===== config.mk =====
export PLATFORM = sky130hd
export DESIGN_NAME = cpm_power_ctrl
export DESIGN_NICKNAME = d
export VERILOG_FILES = /design/src/hw/cpm_pkg.sv /design/src/hw/cpm_power_ctrl.sv
export VERILOG_INCLUDE_DIRS = /design/src /design/src/hw
export SDC_FILE = /design/constraint.sdc
export NUM_CORES = 1
export LEC_CHECK = 0
export BUFFER_PORTS_ARGS = -buffer_cell sky130_fd_sc_hd__buf_4
export CAP_MARGIN = 20
export CORE_MARGIN = 10
export CORE_UTILIZATION = 55
export CTS_CLUSTER_SIZE = 10
export DETAILED_ROUTE_END_ITERATION = 8
export PLACE_DENSITY_LB_ADDON = 0.3
export RECOVER_POWER = 100
export SYNTH_ARGS = -nofsm -noshare
export SYNTH_HDL_FRONTEND = slang
export SYNTH_SLANG_ARGS = --single-unit

===== constraint.sdc =====
create_clock -name ref_clk -period 5.3 [get_ports ref_clk]
set_input_delay 1.06 -clock ref_clk [delete_from_list [all_inputs] [get_ports ref_clk]]
set_output_delay 1.06 -clock ref_clk [all_outputs]
set_load 0.01 [all_outputs]

===== src/hw/cpm_map.svh =====
// Constant map for the card power mode controller
`ifndef CPM_MAP_SVH
`define CPM_MAP_SVH

// ==========================================================
// Timing
`define CPM_CLK_PERIOD_NS 10
`define CPM_IDLE_TIME_US 4000
`define CPM_IDLE_CYCLES ((`CPM_IDLE_TIME_US * 1000) / `CPM_CLK_PERIOD_NS)
`define CPM_WAIT_MAX_NS 350
`define CPM_WAIT_MAX_CYCLES (`CPM_WAIT_MAX_NS / `CPM_CLK_PERIOD_NS)

// ==========================================================
// Cycle-time mode codes
`define CPM_CYC_250NS 2'h0
`define CPM_CYC_120NS 2'h1
`define CPM_CYC_100NS 2'h2
`define CPM_CYC_80NS  2'h3

`endif


===== src/hw/cpm_pkg.sv =====
// Types for the card power mode controller
package cpm_pkg;

    typedef enum logic [1:0]
    {
        CPM_INIT,
        CPM_STANDBY,
        CPM_ACTIVE,
        CPM_SLEEP
    } cpm_state_e;

endpackage : cpm_pkg


===== src/hw/cpm_power_ctrl.sv =====
// Power mode state machine, idle timer, clock gate and wait-stall control
`timescale 1ns/10ps
`include "cpm_map.svh"

module cpm_power_ctrl
    import cpm_pkg::*;
#(
    parameter int unsigned IDLE_W       = 24,
    parameter int unsigned IDLE_DEFAULT = `CPM_IDLE_CYCLES,
    parameter int unsigned WAIT_W       = 6,
    parameter int unsigned WAIT_MAX     = `CPM_WAIT_MAX_CYCLES
)
(
    // Clock and reset
    input  wire logic                ref_clk,
    input  wire logic                rst,
    // Host events, one-cycle pulses
    input  wire logic                cmd_in,
    input  wire logic                soft_rst,
    input  wire logic                sleep_cmd,
    // Asynchronous wake, level, seen while the clock is gated
    input  wire logic                wake_async,
    // Firmware controls
    input  wire logic                init_done,
    input  wire logic                idle_load,
    input  wire logic [IDLE_W-1:0]   idle_limit,
    // Strobe timing
    input  wire logic [1:0]          cycle_mode,
    input  wire logic                strobe_act,
    input  wire logic                data_ready,
    // Status
    output logic [1:0]               power_state,
    output logic                     clk_run,
    output logic                     sleep_req,
    output logic                     wait_n
);

    // ==========================================================
    // Registers
    cpm_state_e         state_reg;
    cpm_state_e         state_next;
    logic [IDLE_W-1:0]  limit_reg;
    logic [IDLE_W-1:0]  idle_cnt_reg;
    logic [IDLE_W-1:0]  idle_cnt_next;
    logic               wait_n_reg;
    logic [WAIT_W-1:0]  wait_cnt_reg;

    // ==========================================================
    // Helpers
    // Shared by the state machine, the timer and sleep_req
    function automatic logic idle_reached
    (
        input logic [IDLE_W-1:0] count,
        input logic [IDLE_W-1:0] limit
    );
        return (count >= limit);
    endfunction : idle_reached

    // Saturates so a misloaded limit can never wrap the timer
    function automatic logic [IDLE_W-1:0] idle_step
    (
        input logic [IDLE_W-1:0] count
    );
        logic [IDLE_W-1:0] stepped;
        stepped = count + 1'b1;
        return (&count) ? count : stepped;
    endfunction : idle_step

    // ==========================================================
    // Decode
    // Commands and soft resets are the only activity that holds off sleep
    wire logic host_event  = cmd_in | soft_rst;
    wire logic idle_expire = idle_reached(idle_cnt_reg, limit_reg);
    wire logic wake_hit    = host_event | wake_async;
    wire logic in_active   = (state_reg == CPM_ACTIVE);
    wire logic in_sleep    = (state_reg == CPM_SLEEP);
    wire logic fast_mode   = (cycle_mode == `CPM_CYC_80NS);
    wire logic wait_cap    = (wait_cnt_reg >= WAIT_W'(WAIT_MAX - 1));
    wire logic wait_count  = strobe_act & ~wait_n_reg;
    wire logic stall_want  = strobe_act & ~data_ready & ~fast_mode & ~wait_cap;

    // ==========================================================
    // State machine
    always_comb
    begin
        state_next = state_reg;
        case (state_reg)
            CPM_INIT:
            begin
                if (init_done)
                    state_next = CPM_STANDBY;
            end
            CPM_STANDBY:
            begin
                if (host_event)
                    state_next = CPM_ACTIVE;
            end
            CPM_ACTIVE:
            begin
                // Sleep command wins over a command in the same cycle
                if (sleep_cmd)
                    state_next = CPM_SLEEP;
                else if (!host_event && idle_expire)
                    state_next = CPM_SLEEP;
            end
            CPM_SLEEP:
            begin
                // Wake arrives as an async level since the clock is gated
                if (wake_hit)
                    state_next = CPM_ACTIVE;
            end
            default:
                state_next = CPM_INIT;
        endcase
    end

    always_ff @(posedge ref_clk or posedge rst)
    begin
        if (rst)
            state_reg <= CPM_INIT;
        else
            state_reg <= state_next;
    end

    // ==========================================================
    // Idle timer
    // Cleared on entry to active so a stale count never cuts a session short
    always_comb
    begin
        idle_cnt_next = idle_cnt_reg;
        case (state_reg)
            CPM_STANDBY:
            begin
                if (host_event)
                    idle_cnt_next = '0;
            end
            CPM_ACTIVE:
            begin
                if (host_event)
                    idle_cnt_next = '0;
                else if (!sleep_cmd && !idle_expire)
                    idle_cnt_next = idle_step(idle_cnt_reg);
            end
            CPM_SLEEP:
            begin
                if (wake_hit)
                    idle_cnt_next = '0;
            end
            default:
                idle_cnt_next = idle_cnt_reg;
        endcase
    end

    always_ff @(posedge ref_clk or posedge rst)
    begin
        if (rst)
            idle_cnt_reg <= '0;
        else
            idle_cnt_reg <= idle_cnt_next;
    end

    // ==========================================================
    // Firmware idle limit
    // Loads at any time; a new limit applies to the count already running
    always_ff @(posedge ref_clk or posedge rst)
    begin
        if (rst)
            limit_reg <= IDLE_W'(IDLE_DEFAULT);
        else if (idle_load)
            limit_reg <= idle_limit;
    end

    // ==========================================================
    // Wait-stall, bounded to the maximum wait width
    // Counter holds once capped until the strobe ends, so one strobe stalls for at most WAIT_MAX cycles in total
    wire logic              wait_clear = ~strobe_act;
    logic [WAIT_W-1:0]      wait_cnt_next;
    assign wait_cnt_next = wait_count ? WAIT_W'(wait_cnt_reg + 1'b1)
                         : (wait_clear ? '0 : wait_cnt_reg);

    always_ff @(posedge ref_clk or posedge rst)
    begin
        if (rst)
            wait_n_reg <= 1'b1;
        else
            wait_n_reg <= ~stall_want;
    end

    always_ff @(posedge ref_clk or posedge rst)
    begin
        if (rst)
            wait_cnt_reg <= '0;
        else
            wait_cnt_reg <= wait_cnt_next;
    end

    // ==========================================================
    // Clock gate
    // Combinational so a wake restarts the clock before the next edge;
    // whatever gates the clock must accept this enable changing mid-cycle
    assign clk_run     = ~in_sleep | wake_hit;

    // ==========================================================
    // Outputs
    // Codes: 0 init, 1 standby, 2 active, 3 sleep
    assign power_state = state_reg;
    assign sleep_req   = in_active & idle_expire & ~host_event;
    assign wait_n      = wait_n_reg;

endmodule : cpm_power_ctrl


# After elaboration in Yosys (flattened, before gate mapping)
# Cells that the tools add are included.
[word_totals]
reg_bits = 57
input_bits = 36
output_inout_bits = 5
word_cells = 60
[op_classes]
add_sub_neg = 2
n_lt_le_gt_ge = 2
eq_ne = 11
muxes = 14
bitwise = 16
n_reduce_logical = 10
[ops]
columns = ["cell", "n"]
rows = [
  ["2-to-1 mux 24 bit", 5],
  ["one-hot mux 24 bit (3 select lines)", 1],
  ["adder 24 x 1 -> 24 bit, second input constant", 1],
  [">= comparator 24 bit", 1],
  ["AND reduction 24 bit", 1],
  ["2-to-1 mux 6 bit", 2],
  ["2-to-1 mux 2 bit", 5],
  ["one-hot mux 2 bit (4 select lines)", 1],
  ["inverter 1 bit", 7],
  ["adder 6 x 1 -> 6 bit, second input constant", 1],
  ["AND 1 bit", 6],
  ["== test 2 bit, second input constant", 3],
  [">= comparator 6 bit, second input constant", 1],
  ["!= test 2 bit, second input constant", 3],
  ["!= test 3 x 2 -> 1 bit, second input constant", 2],
  ["AND reduction 5 bit", 1],
  ["AND reduction 4 bit", 1],
  ["logical NOT 1 bit", 3],
  ["!= test 3 bit, second input constant", 1],
  ["bitwise OR 1 bit", 3],
  ["nonzero test 3 bit", 1],
  ["== test 2 x 1 -> 1 bit, second input constant", 1],
  ["logical AND 1 bit", 2],
  ["logical NOT 2 bit", 1],
  ["!= test 2 x 1 -> 1 bit, second input constant", 1],
]

# Depth between registers and ports, before layout
# Gate-level depths: netlist of run 1.
[logic_depth]
ltp_word = 6
ltp_mapped = 10

# Worst setup path after synthesis of run 1
# OpenSTA, ideal clock, no wires.
[synth_path]
kind = "register to output"
start = "register limit_reg[17]"
end = "output port sleep_req"
arrival_ps = 2501
path_slack_ps = 1739
path_stages_with_launch = 10
path_cell_list = "dfstp_2 -> inv_1 -> ha_1 -> nand4_1 -> nor4_1 -> o211ai_1 -> o211ai_1 -> clkbuf_1 -> clkbuf_1 -> o211a_1"
[synth_between]
elab_chain_cells = 3
[synth_rtl]
columns = ["item", "line_no", "source"]
rows = [
  ["from (decl)", "cpm_power_ctrl.sv:42", "logic [IDLE_W-1:0] limit_reg;"],
  ["from (signal assigned)", "cpm_power_ctrl.sv:168", "limit_reg <= IDLE_W'(IDLE_DEFAULT);"],
  ["from (signal assigned)", "cpm_power_ctrl.sv:170", "limit_reg <= idle_limit;"],
  [">= comparator 24 bit", "cpm_power_ctrl.sv:56", "return (count >= limit);"],
  ["AND 1 bit (2 in series)", "cpm_power_ctrl.sv:207", "assign sleep_req = in_active & idle_expire & ~host_event;"],
  ["to (decl)", "cpm_power_ctrl.sv:34", "output logic sleep_req,"],
]
# Every way passes these cells.

# Worst setup path after layout of run 1
[layout_path]
start = "register idle_cnt_reg[23]"
end = "register state_reg[1], in the netlist power_state[1]"
[layout_between]
elab_chain_cells = 4
[layout_rtl]
columns = ["item", "line_no", "source"]
rows = [
  ["from (decl)", "cpm_power_ctrl.sv:43", "logic [IDLE_W-1:0] idle_cnt_reg;"],
  ["from (signal assigned)", "cpm_power_ctrl.sv:159", "idle_cnt_reg <= idle_cnt_next;"],
  [">= comparator 24 bit", "cpm_power_ctrl.sv:56", ""],
  ["logical AND 1 bit", "cpm_power_ctrl.sv:103", "else if (!host_event && idle_expire)"],
  ["!= test 3 x 2 -> 1 bit (no source line)", "--", ""],
  ["AND reduction 4 bit (no source line)", "--", ""],
  ["to (signal assigned)", "cpm_power_ctrl.sv:122", "state_reg <= state_next;"],
  ["to (decl)", "cpm_power_ctrl.sv:40", "cpm_state_e state_reg;"],
]
# Every way passes these cells.
# A chain may end at the register's enable or synchronous reset.

==> results.json, run 1 <==
{
  "worstSetupEndpointType": "flip-flop",
  "clk_path_buf_depth": 2,
  "drive_gt1_frac": 0.1356,
  "post-cts-setup-buffer-count": 0,
  "antenna_found_initial": 0,
  "synth_cell_types": 42,
  "p_leak_nw": 1.775,
  "tightest_slew_ns": 3.044,
  "syn_nets": 438,
  "post_drt_wl_per_cell_um": 16.00,
  "syn_inst": 371,
  "avgSynthCellArea_um2": 9.146,
  "diodes": 0,
  "maxSlewViolCount": 149,
  "yosys-top-cells-area": "dfrtp_1 (37%), ha_1 (11%), dfstp_2 (5.4%)",
  "hpwl_um": 5450,
  "finalCritPeriodShare": 0.7269,
  "firstDrtPassIters": 4,
  "synth_top_area_share": 0.3687,
  "num-nets-final": 475,
  "cts_tree": "done",
  "violations": "capacitance limit, slew limit",
  "portBuffers": 40,
  "setup_viol": 0,
  "drtAntennaViolNets": 0,
  "grt_setup_unrepaired": "false",
  "place_congestion": 0.8661,
  "report.final.hold_viol_count": 0,
  "hold_path.class": "reg2reg",
  "critPathMaxFanout": 42,
  "synth_top_family_by_area": "simple AND/OR/NAND/NOR gates",
  "dr.first_iter.drc_count": 146,
  "async_flop_share": 1.000,
  "area_growth_pct": 14.53,
  "drc": 0,
  "worstPathRequired_ns": 5.51,
  "cts-root-buf": "clkbuf_8",
  "clk_latency_ns": 0.34,
  "gr-total-overflow": 0,
  "ys_ff_latch": 57,
  "fillers": 508,
  "htree_levels": 3,
  "wl_um": 7808,
  "synth_top_flop_cell": "dfrtp_1",
  "viasPerCell": 5.807,
  "cts-buffers-inserted": 9,
  "total_power_w": 0.001066,
  "cts.repair.resized": 0,
  "finalClockSkew_ns": 0.01097,
  "row_count": 28,
  "criticalPathCategory": "reg2reg",
  "dieWidth_um": 98.55,
  "ir_drop_uv": 235.2,
  "synth_xor_area_frac": 0.01291,
  "synthAdderAreaFrac": 0.1143,
  "slew_headroom": -1.029,
  "timing.final.crit_period_ns": 3.853,
  "yosysSeqAreaShare": 0.4229,
  "crit_arrival_ns": 4.07,
  "grt_pass1_wl_um": 13660,
  "grt_max_degree": 58,
  "clk_pin_slew_worst_paths_ns": 0.07,
  "initial_core_util": 0.5697,
  "grtUsageTotal": 0.1668,
  "maxCapViolCount": 3,
  "grt_pass1_vias": 2931,
  "die_y_um": 98.55,
  "numClockSinks": 57,
  "synth-compound-area-share": 0.1608,
  "synth_warnings": 0,
  "die-area_um2": 9711,
  "synthMuxAreaShare": 0.02397,
  "ios": 41,
  "p_per_area_nw_per_um2": 274.3,
  "vias": 2834,
  "synth_top_cell_by_area": "dfrtp_1",
  "holdBufCountCts": 0,
  "synth_edf_count": 0,
  "synth_area_um2": 3393,
  "outcome": "complete, but fails checks",
  "tns_ns": 0,
  "cp-start-kind": "flip-flop",
  "max_freq_mhz": 259.6,
  "core-area_um2": 5956,
  "synthSimpleGateAreaFrac": 0.2091
}
## layout by cell type, fill, tap and decap left out, types with 9 or more instances in the layout
cell type,instances
a21oi_1,26
buf_4,34
clkbuf_1,11
clkbuf_8,9
dfrtp_1,50
ha_1,31
inv_1,31
nand2_1,49
nand3_1,12
nor2_1,9
o21ai_0,30
o31ai_1,16
or4_1,17
## critical path, cell delays in order, from the launching register on
cell and delay, ns:
dfrtp_1 0.41, ha_1 0.36, nand4_1 0.20, nor4_1 0.52, o211ai_1 0.15, o211ai_1 0.34, clkbuf_1 1.24, o31ai_1 0.32
mux2i_1 0.19
## worst paths after layout
kind / startpoint / endpoint / slack, ns / depth (start not counted)
max: idle_cnt_reg[23]$_DFFE_PP0P_ / power_state[1]$_DFFE_PP0P_ / 1.45 / 8
min: limit_reg[7]$_DFFE_PP1P_ / limit_reg[7]$_DFFE_PP1P_ / 0.50 / 2
max reg2reg: idle_cnt_reg[23]$_DFFE_PP0P_ / power_state[1]$_DFFE_PP0P_ / 1.45 / 8
min reg2reg: limit_reg[7]$_DFFE_PP1P_ / limit_reg[7]$_DFFE_PP1P_ / 0.50 / 2
max in group asynchronous: rst / idle_cnt_reg[5]$_DFFE_PP0P_ / 1.69 / 3
min in group asynchronous: rst / wait_cnt_reg[5]$_DFFE_PP0P_ / 1.89 / 3
## cell type report
class	instances	area, um2	share of cell area
inverters	31	116.4	0.02994
multi-input cells	266	1768	0.4549
clock inverters	4	45.04	0.01159
well taps	75	93.84	0.02415
repair buffers	43	292.8	0.07534
clock buffers	12	135.1	0.03477
flip-flops and latches	57	1435	0.3693
## power by group
group / switching [W] / internal [W]
sequential: 0.0000130 / 0.000462
combinational: 0.000128 / 0.0000769
clock: 0.000171 / 0.000215
## synthesized netlist by cell type (all sizes together), types with 5 or more instances
| library cell | instances |
|---|---|
| a21oi | 26 |
| or4 | 18 |
| inv | 31 |
| ha | 31 |
| nor3 | 6 |
| nand2 | 49 |
| dfrtp | 50 |
| and2 | 7 |
| nand4 | 7 |
| dfstp | 7 |
| nor2 | 9 |
| o31ai | 16 |
| nand2b | 7 |
| nand3 | 12 |
| o21ai | 30 |
| clkbuf | 13 |
| and4 | 5 |
| mux2i | 7 |
## through the flow
step	instances	util	instance area, um2	hold slack [ns]	worst slack, ns
floorplan	371	-	3393	0.4653	1.739
global placement	472	0.6273	3736	0.4799	2.023
detailed placement	472	0.6273	3736	0.4879	1.940
CTS	488	0.6576	3916	0.4990	1.628
global route	488	0.6525	3886	0.5296	1.108
finish	488	0.6525	3886	0.4978	1.447
## per-layer routing
| layer | share of wire | routed length (um) | GRT usage | vias to the layer above |
|---|---|---|---|---|
| li1 | - | - | - | 1410 |
| met1 | 0.45 | 3507 | 0.2000 | 1358 |
| met2 | 0.48 | 3762 | 0.2728 | 55 |
| met3 | 0.057 | 447 | 0.06285 | 11 |
| met4 | 0.012 | 91 | 0.04851 | 0 |
| met5 | 0 | 0 | 0 | - |
## cells by family after synthesis
family | count (synthesis)
buffers and inverters | 48
flip-flops | 57
multiplexers | 8
adder cells (fa/ha/maj) | 31
AO/OA/AOI/OAI | 90
AND/OR/NAND/NOR | 132
XOR/XNOR | 5
(Power assumes the default switching activity.)
==> run 2: changes to the inputs <==
Settings changed: CORE_UTILIZATION 55 to 53.
Clock period 5.3 ns to 3.47 ns, I/O delays scaled along.
==> run 2 against run 1 <==
  * The flow still finishes with violations (capacitance limit, slew limit)
  * Global-route usage is 0.71 points lower
  * Clock skew is 0.0032 ns lower
  * Setup slack worse by 1.3 ns
  * Critical path depth stayed put
  * Flip-flop and latch count stayed put
  * Worst hold slack worse by 0.0024 ns
  * Largest cell class unchanged
  * Highest routed layer unchanged
==> results.json, run 2 (synthesized netlist as in run 1, its figures left out) <==
{
  "hold_path.class": "reg2reg",
  "gr-usage-met1": 0.2039,
  "timing.final.crit_period_ns": 3.289,
  "regArea_um2": 1435,
  "drc": 0,
  "p_per_area_nw_per_um2": 427.3,
  "critPathMaxFanout": 2,
  "r2r_slack_ns": 0.23,
  "post-route-cell-area_um2": 3904,
  "finalCritPeriodShare": 0.9479,
  "tightest_slew_ns": 1.807,
  "initial_core_util": 0.5406,
  "holdBufCountCts": 0,
  "outcome": "complete, but fails checks",
  "max_freq_mhz": 304.0,
  "post_drt_wl_per_cell_um": 15.74,
  "hpwl_um": 5424,
  "dieWidth_um": 100.0,
  "drive_gt1_frac": 0.1404,
  "cts.repair.resized": 0,
  "worstRegToRegCells": 7,
  "cts-buffers-inserted": 9,
  "criticalPathCategory": "reg2out",
  "drtAntennaViolNets": 0,
  "grt_pass1_wl_um": 13280,
  "multi_input_area_um2": 1769,
  "worstPathRequired_ns": 2.78,
  "portBuffers": 40,
  "row_count": 29,
  "antenna_found_initial": 0,
  "clk_path_buf_depth": 2,
  "cts_tree": "done",
  "worstSetupEndpointType": "primary output",
  "maxCapViolCount": 2,
  "maxSlewViolCount": 82,
  "clk_pin_slew_worst_paths_ns": 0.07,
  "ir_drop_uv": 324.9,
  "wl_um": 7711,
  "globalRouteMet2Util": 0.2539,
  "grt_pass1_vias": 2766,
  "post_dp_cell_area_um2": 3744,
  "violations": "capacitance limit, slew limit",
  "tns_ns": 0,
  "num-nets-final": 475,
  "htree_levels": 3,
  "finalClockSkew_ns": 0.007782,
  "dr.first_iter.drc_count": 151,
  "top_usage_layer": "met2",
  "setup_viol": 0,
  "report.final.hold_viol_count": 0,
  "r2r_end": "idle_cnt_reg[19]$_DFFE_PP0P_",
  "place_congestion": 0.8532,
  "post-cts-setup-buffer-count": 0,
  "slew_headroom": -0.2050,
  "clk_latency_ns": 0.34,
  "area_growth_pct": 15.04,
  "cp-start-kind": "flip-flop",
  "r2r-start": "idle_cnt_reg[21]$_DFFE_PP0P_",
  "numClockSinks": 57,
  "total_power_w": 0.001668,
  "grt_use_met3": 0.03846,
  "ios": 41,
  "grtUsageTotal": 0.1597,
  "final_cell_mix": "dfrtp_1 (50), nand2_1 (49), buf_4 (35)",
  "grt_max_degree": 48,
  "crit_arrival_ns": 2.60,
  "gr-total-overflow": 0,
  "firstDrtPassIters": 4,
  "vias": 2847,
  "p_leak_nw": 1.787,
  "final_common_cell": "dfrtp_1",
  "cp-endpoint": "sleep_req",
  "grt_setup_unrepaired": "false",
  "viasPerCell": 5.810,
  "diodes": 0,
  "die_y_um": 100.0,
  "core-area_um2": 6277,
  "fillers": 535,
  "cts-root-buf": "clkbuf_8",
  "die-area_um2": 10000,
  "crit_start": "limit_reg[18]$_DFFE_PP1P_"
}
-- run 2: worst min path at each step --
stage,start,endpoint,slack [ns],cells after the start
final,limit_reg[11]$_DFFE_PP1P_,limit_reg[11]$_DFFE_PP1P_,0.50,2
after global routing,limit_reg[11]$_DFFE_PP1P_,limit_reg[11]$_DFFE_PP1P_,0.52,2
after CTS,rst,idle_cnt_reg[21]$_DFFE_PP0P_,0.42,2
after detailed placement,limit_reg[11]$_DFFE_PP1P_,limit_reg[11]$_DFFE_PP1P_,0.49,2
after global placement,limit_reg[9]$_DFFE_PP1P_,limit_reg[9]$_DFFE_PP1P_,0.48,2
after floorplan,limit_reg[11]$_DFFE_PP1P_,limit_reg[11]$_DFFE_PP1P_,0.47,2
-- run 2: report_power, final --
part	leakage, nW	switching (W)	internal [W]
clock	0.0974	0.000267	0.000350
sequential	0.730	0.0000187	0.000705
combinational	0.960	0.000209	0.000119
total	1.79	0.000494	0.00117
-- run 2: critical path: stages (launching register included) --
cell      delay [ns]
dfstp_2         0.52
inv_1           0.05
ha_1            0.32
nand4_1         0.14
nor4_1          0.42
o211ai_1        0.17
o211ai_1        0.32
o211a_1         0.20
buf_4           0.11
-- run 2: through the flow --
step / util / std cells / setup slack (ns) / hold WS [ns]
2_1_floorplan: - / 371 / 0.2746 / 0.4653
3_3_place_gp: 0.5964 / 474 / 0.4846 / 0.4849
3_5_place_dp: 0.5964 / 474 / 0.3826 / 0.4905
4_1_cts: 0.6265 / 490 / 0.1714 / 0.4229
5_1_grt: 0.6219 / 490 / 0.01345 / 0.5224
6_report: 0.6219 / 490 / 0.1808 / 0.4954
-- run 2: final cells by class --
type                    count  area share
clock buffers              13     0.03814
clock inverters             3     0.01026
flip-flops and latches     57      0.3676
inverters                  31     0.02981
well taps                  77     0.02468
repair buffers             43     0.07628
multi-input cells         266      0.4532
-- run 2: layer usage --
metal  up-vias  part of all wire
met5         -                 0
met4         0             0.016
met3        12             0.056
met2        68              0.47
met1      1364              0.46
li1       1403                 -
==> run 3: changes to the inputs <==
Clock period 3.47 ns to 2.8 ns, I/O delays scaled along.
==> run 3 against run 2 <==
  * The run ends with capacitance limit, slew limit, setup timing left
  * Worst hold slack got worse by 0.073 ns
  * Flip-flop and latch count unchanged
  * Via count increased by 1.2%
  * Clock power increased by 11%
  * Clock skew decreased by 0.00083 ns
  * Global-route usage increased by 0.16 points
  * Critical path type unchanged
  * Critical endpoint unchanged
  * Largest power group unchanged
==> results.json, run 3 (synthesized netlist as in run 1, its figures left out) <==
{
  "numClockSinks": 57,
  "htree_levels": 3,
  "crit_arrival_ns": 2.34,
  "post_dp_cell_area_um2": 3840,
  "area_growth_pct": 21.42,
  "top_usage_layer": "met2",
  "min_from": "data_ready",
  "final_cell_mix": "buf_4 (53), dfrtp_1 (50), nand2_1 (49)",
  "worstPathRequired_ns": 2.24,
  "globalRouteMet2Util": 0.2563,
  "max_freq_mhz": 344.6,
  "vias": 2880,
  "p_leak_nw": 1.874,
  "viasPerCell": 5.658,
  "hpwl_um": 5440,
  "place_congestion": 0.8056,
  "fillers": 524,
  "r2r-start": "limit_reg[21]$_DFFE_PP0P_",
  "grt_pass1_vias": 2914,
  "grt_pass1_wl_um": 13360,
  "drc": 0,
  "outcome": "complete, but fails checks",
  "grt_max_degree": 58,
  "slew_headroom": -0.04523,
  "grt_use_met3": 0.04739,
  "grtUsageTotal": 0.1613,
  "initial_core_util": 0.5406,
  "clk_pin_slew_worst_paths_ns": 0.06,
  "clkPwrFrac": 0.342,
  "p_per_area_nw_per_um2": 483.7,
  "antenna_found_initial": 0,
  "drive_gt1_frac": 0.2083,
  "holdBufCountCts": 0,
  "row_count": 29,
  "dieWidth_um": 100.0,
  "switching_power_w": 0.0005920,
  "finalClockSkew_ns": 0.006953,
  "critPathMaxFanout": 3,
  "die_y_um": 100.0,
  "gr-usage-met1": 0.2009,
  "cts-buffers-inserted": 9,
  "setup_viol": 1,
  "die-area_um2": 10000,
  "grt_setup_unrepaired": "true",
  "fin_util": 0.6564,
  "hold_path.class": "in2reg",
  "cts-root-buf": "clkbuf_8",
  "multi_input_area_um2": 1849,
  "criticalPathCategory": "reg2out",
  "post_drt_wl_per_cell_um": 15.31,
  "diodes": 0,
  "maxSlewViolCount": 48,
  "pwr-share-seq": 0.451,
  "timing.final.ws_setup_ns": -0.1022,
  "maxCapViolCount": 1,
  "tightest_slew_ns": 1.568,
  "wl_um": 7792,
  "gr-total-overflow": 0,
  "final_common_cell": "buf_4",
  "cts_tree": "done",
  "switching_share": 0.2970,
  "timing.final.crit_period_ns": 2.902,
  "clk_path_buf_depth": 2,
  "regArea_um2": 1435,
  "dp_slack_ns": -0.05606,
  "finalCritPeriodShare": 1.037,
  "crit_start": "idle_cnt_reg[23]$_DFFE_PP0P_",
  "firstDrtPassIters": 4,
  "report.final.hold_viol_count": 0,
  "r2r_slack_ns": 0.06,
  "post-route-cell-area_um2": 4120,
  "clk_latency_ns": 0.34,
  "cp-start-kind": "flip-flop",
  "dr.first_iter.drc_count": 184,
  "num-nets-final": 495,
  "core-area_um2": 6277,
  "ios": 41,
  "ir_drop_uv": 312.4,
  "portBuffers": 40,
  "worstSetupEndpointType": "primary output",
  "violations": "capacitance limit, slew limit, setup timing",
  "pwr-share-comb": 0.207,
  "p_int_w": 0.001401,
  "drtAntennaViolNets": 0
}
-- run 3: what timing repair did --
| action | CTS | global route |
|---|---|---|
| setup buffers | 7 | 0 |
| pin swaps | 10 | 3 |
| setup endpoints to repair | 16 | 26 |
| cloned | 1 | 0 |
| gates resized for setup | 8 | 6 |
-- run 3: final timing paths --
| check | cells after the start | end |
|---|---|---|
| min in group asynchronous | 3 | idle_cnt_reg[17]$_DFFE_PP0P_ |
| worst min register to register | 2 | limit_reg[12]$_DFFE_PP1P_ |
| max in group asynchronous | 3 | limit_reg[19]$_DFFE_PP0P_ |
| worst max-delay path | 7 | sleep_req |
| worst max register to register | 9 | idle_cnt_reg[12]$_DFFE_PP0P_ |
| worst min-delay path | 2 | wait_n$_DFF_PP1_ |
-- run 3: metrics by stage --
| step | power [W] | cells | TNS [ns] | hold WS, ns |
|---|---|---|---|---|
| after floorplan | 0.001171 | 371 | 0 | 0.4653 |
| after global placement | 0.001304 | 486 | -0.02900 | 0.4825 |
| after detailed placement | 0.001317 | 486 | -0.3560 | 0.4931 |
| after CTS | 0.002005 | 509 | -0.1164 | 0.4056 |
| after global routing | 0.002096 | 509 | -1.607 | 0.4108 |
| final | 0.001993 | 509 | -0.1022 | 0.4224 |
-- run 3: worst max-delay path, cell delays in order, from the launching register on --
cell      delay [ns]
dfrtp_1         0.42
ha_4            0.29
nand4_1         0.18
nor4_2          0.36
o211ai_1        0.14
o211ai_1        0.32
o211a_1         0.20
buf_6           0.10
-- run 3: power groups by stage --
stage / clock (W) / sequential (W) / combinational, W
2_1_floorplan: 0 / 0.000910 / 0.000261
3_3_place_gp: 0 / 0.000910 / 0.000393
3_5_place_dp: 0 / 0.000911 / 0.000406
4_1_cts: 0.000692 / 0.000898 / 0.000415
5_1_grt: 0.000724 / 0.000904 / 0.000469
6_report: 0.000682 / 0.000898 / 0.000413
-- run 3: cell type report --
class                      count  area share
clock buffer                  15     0.04039
tap                           77     0.02338
sequential                    57      0.3483
multi-input combinational    266      0.4488
timing repair buffer          63      0.1108
inverter                      31     0.02824
-- run 3: layer usage --
metal	wire length, um	vias to the layer above
met2	3675	59
li1	-	1443
met3	463	12
met5	0	-
met4	164	0
met1	3488	1366
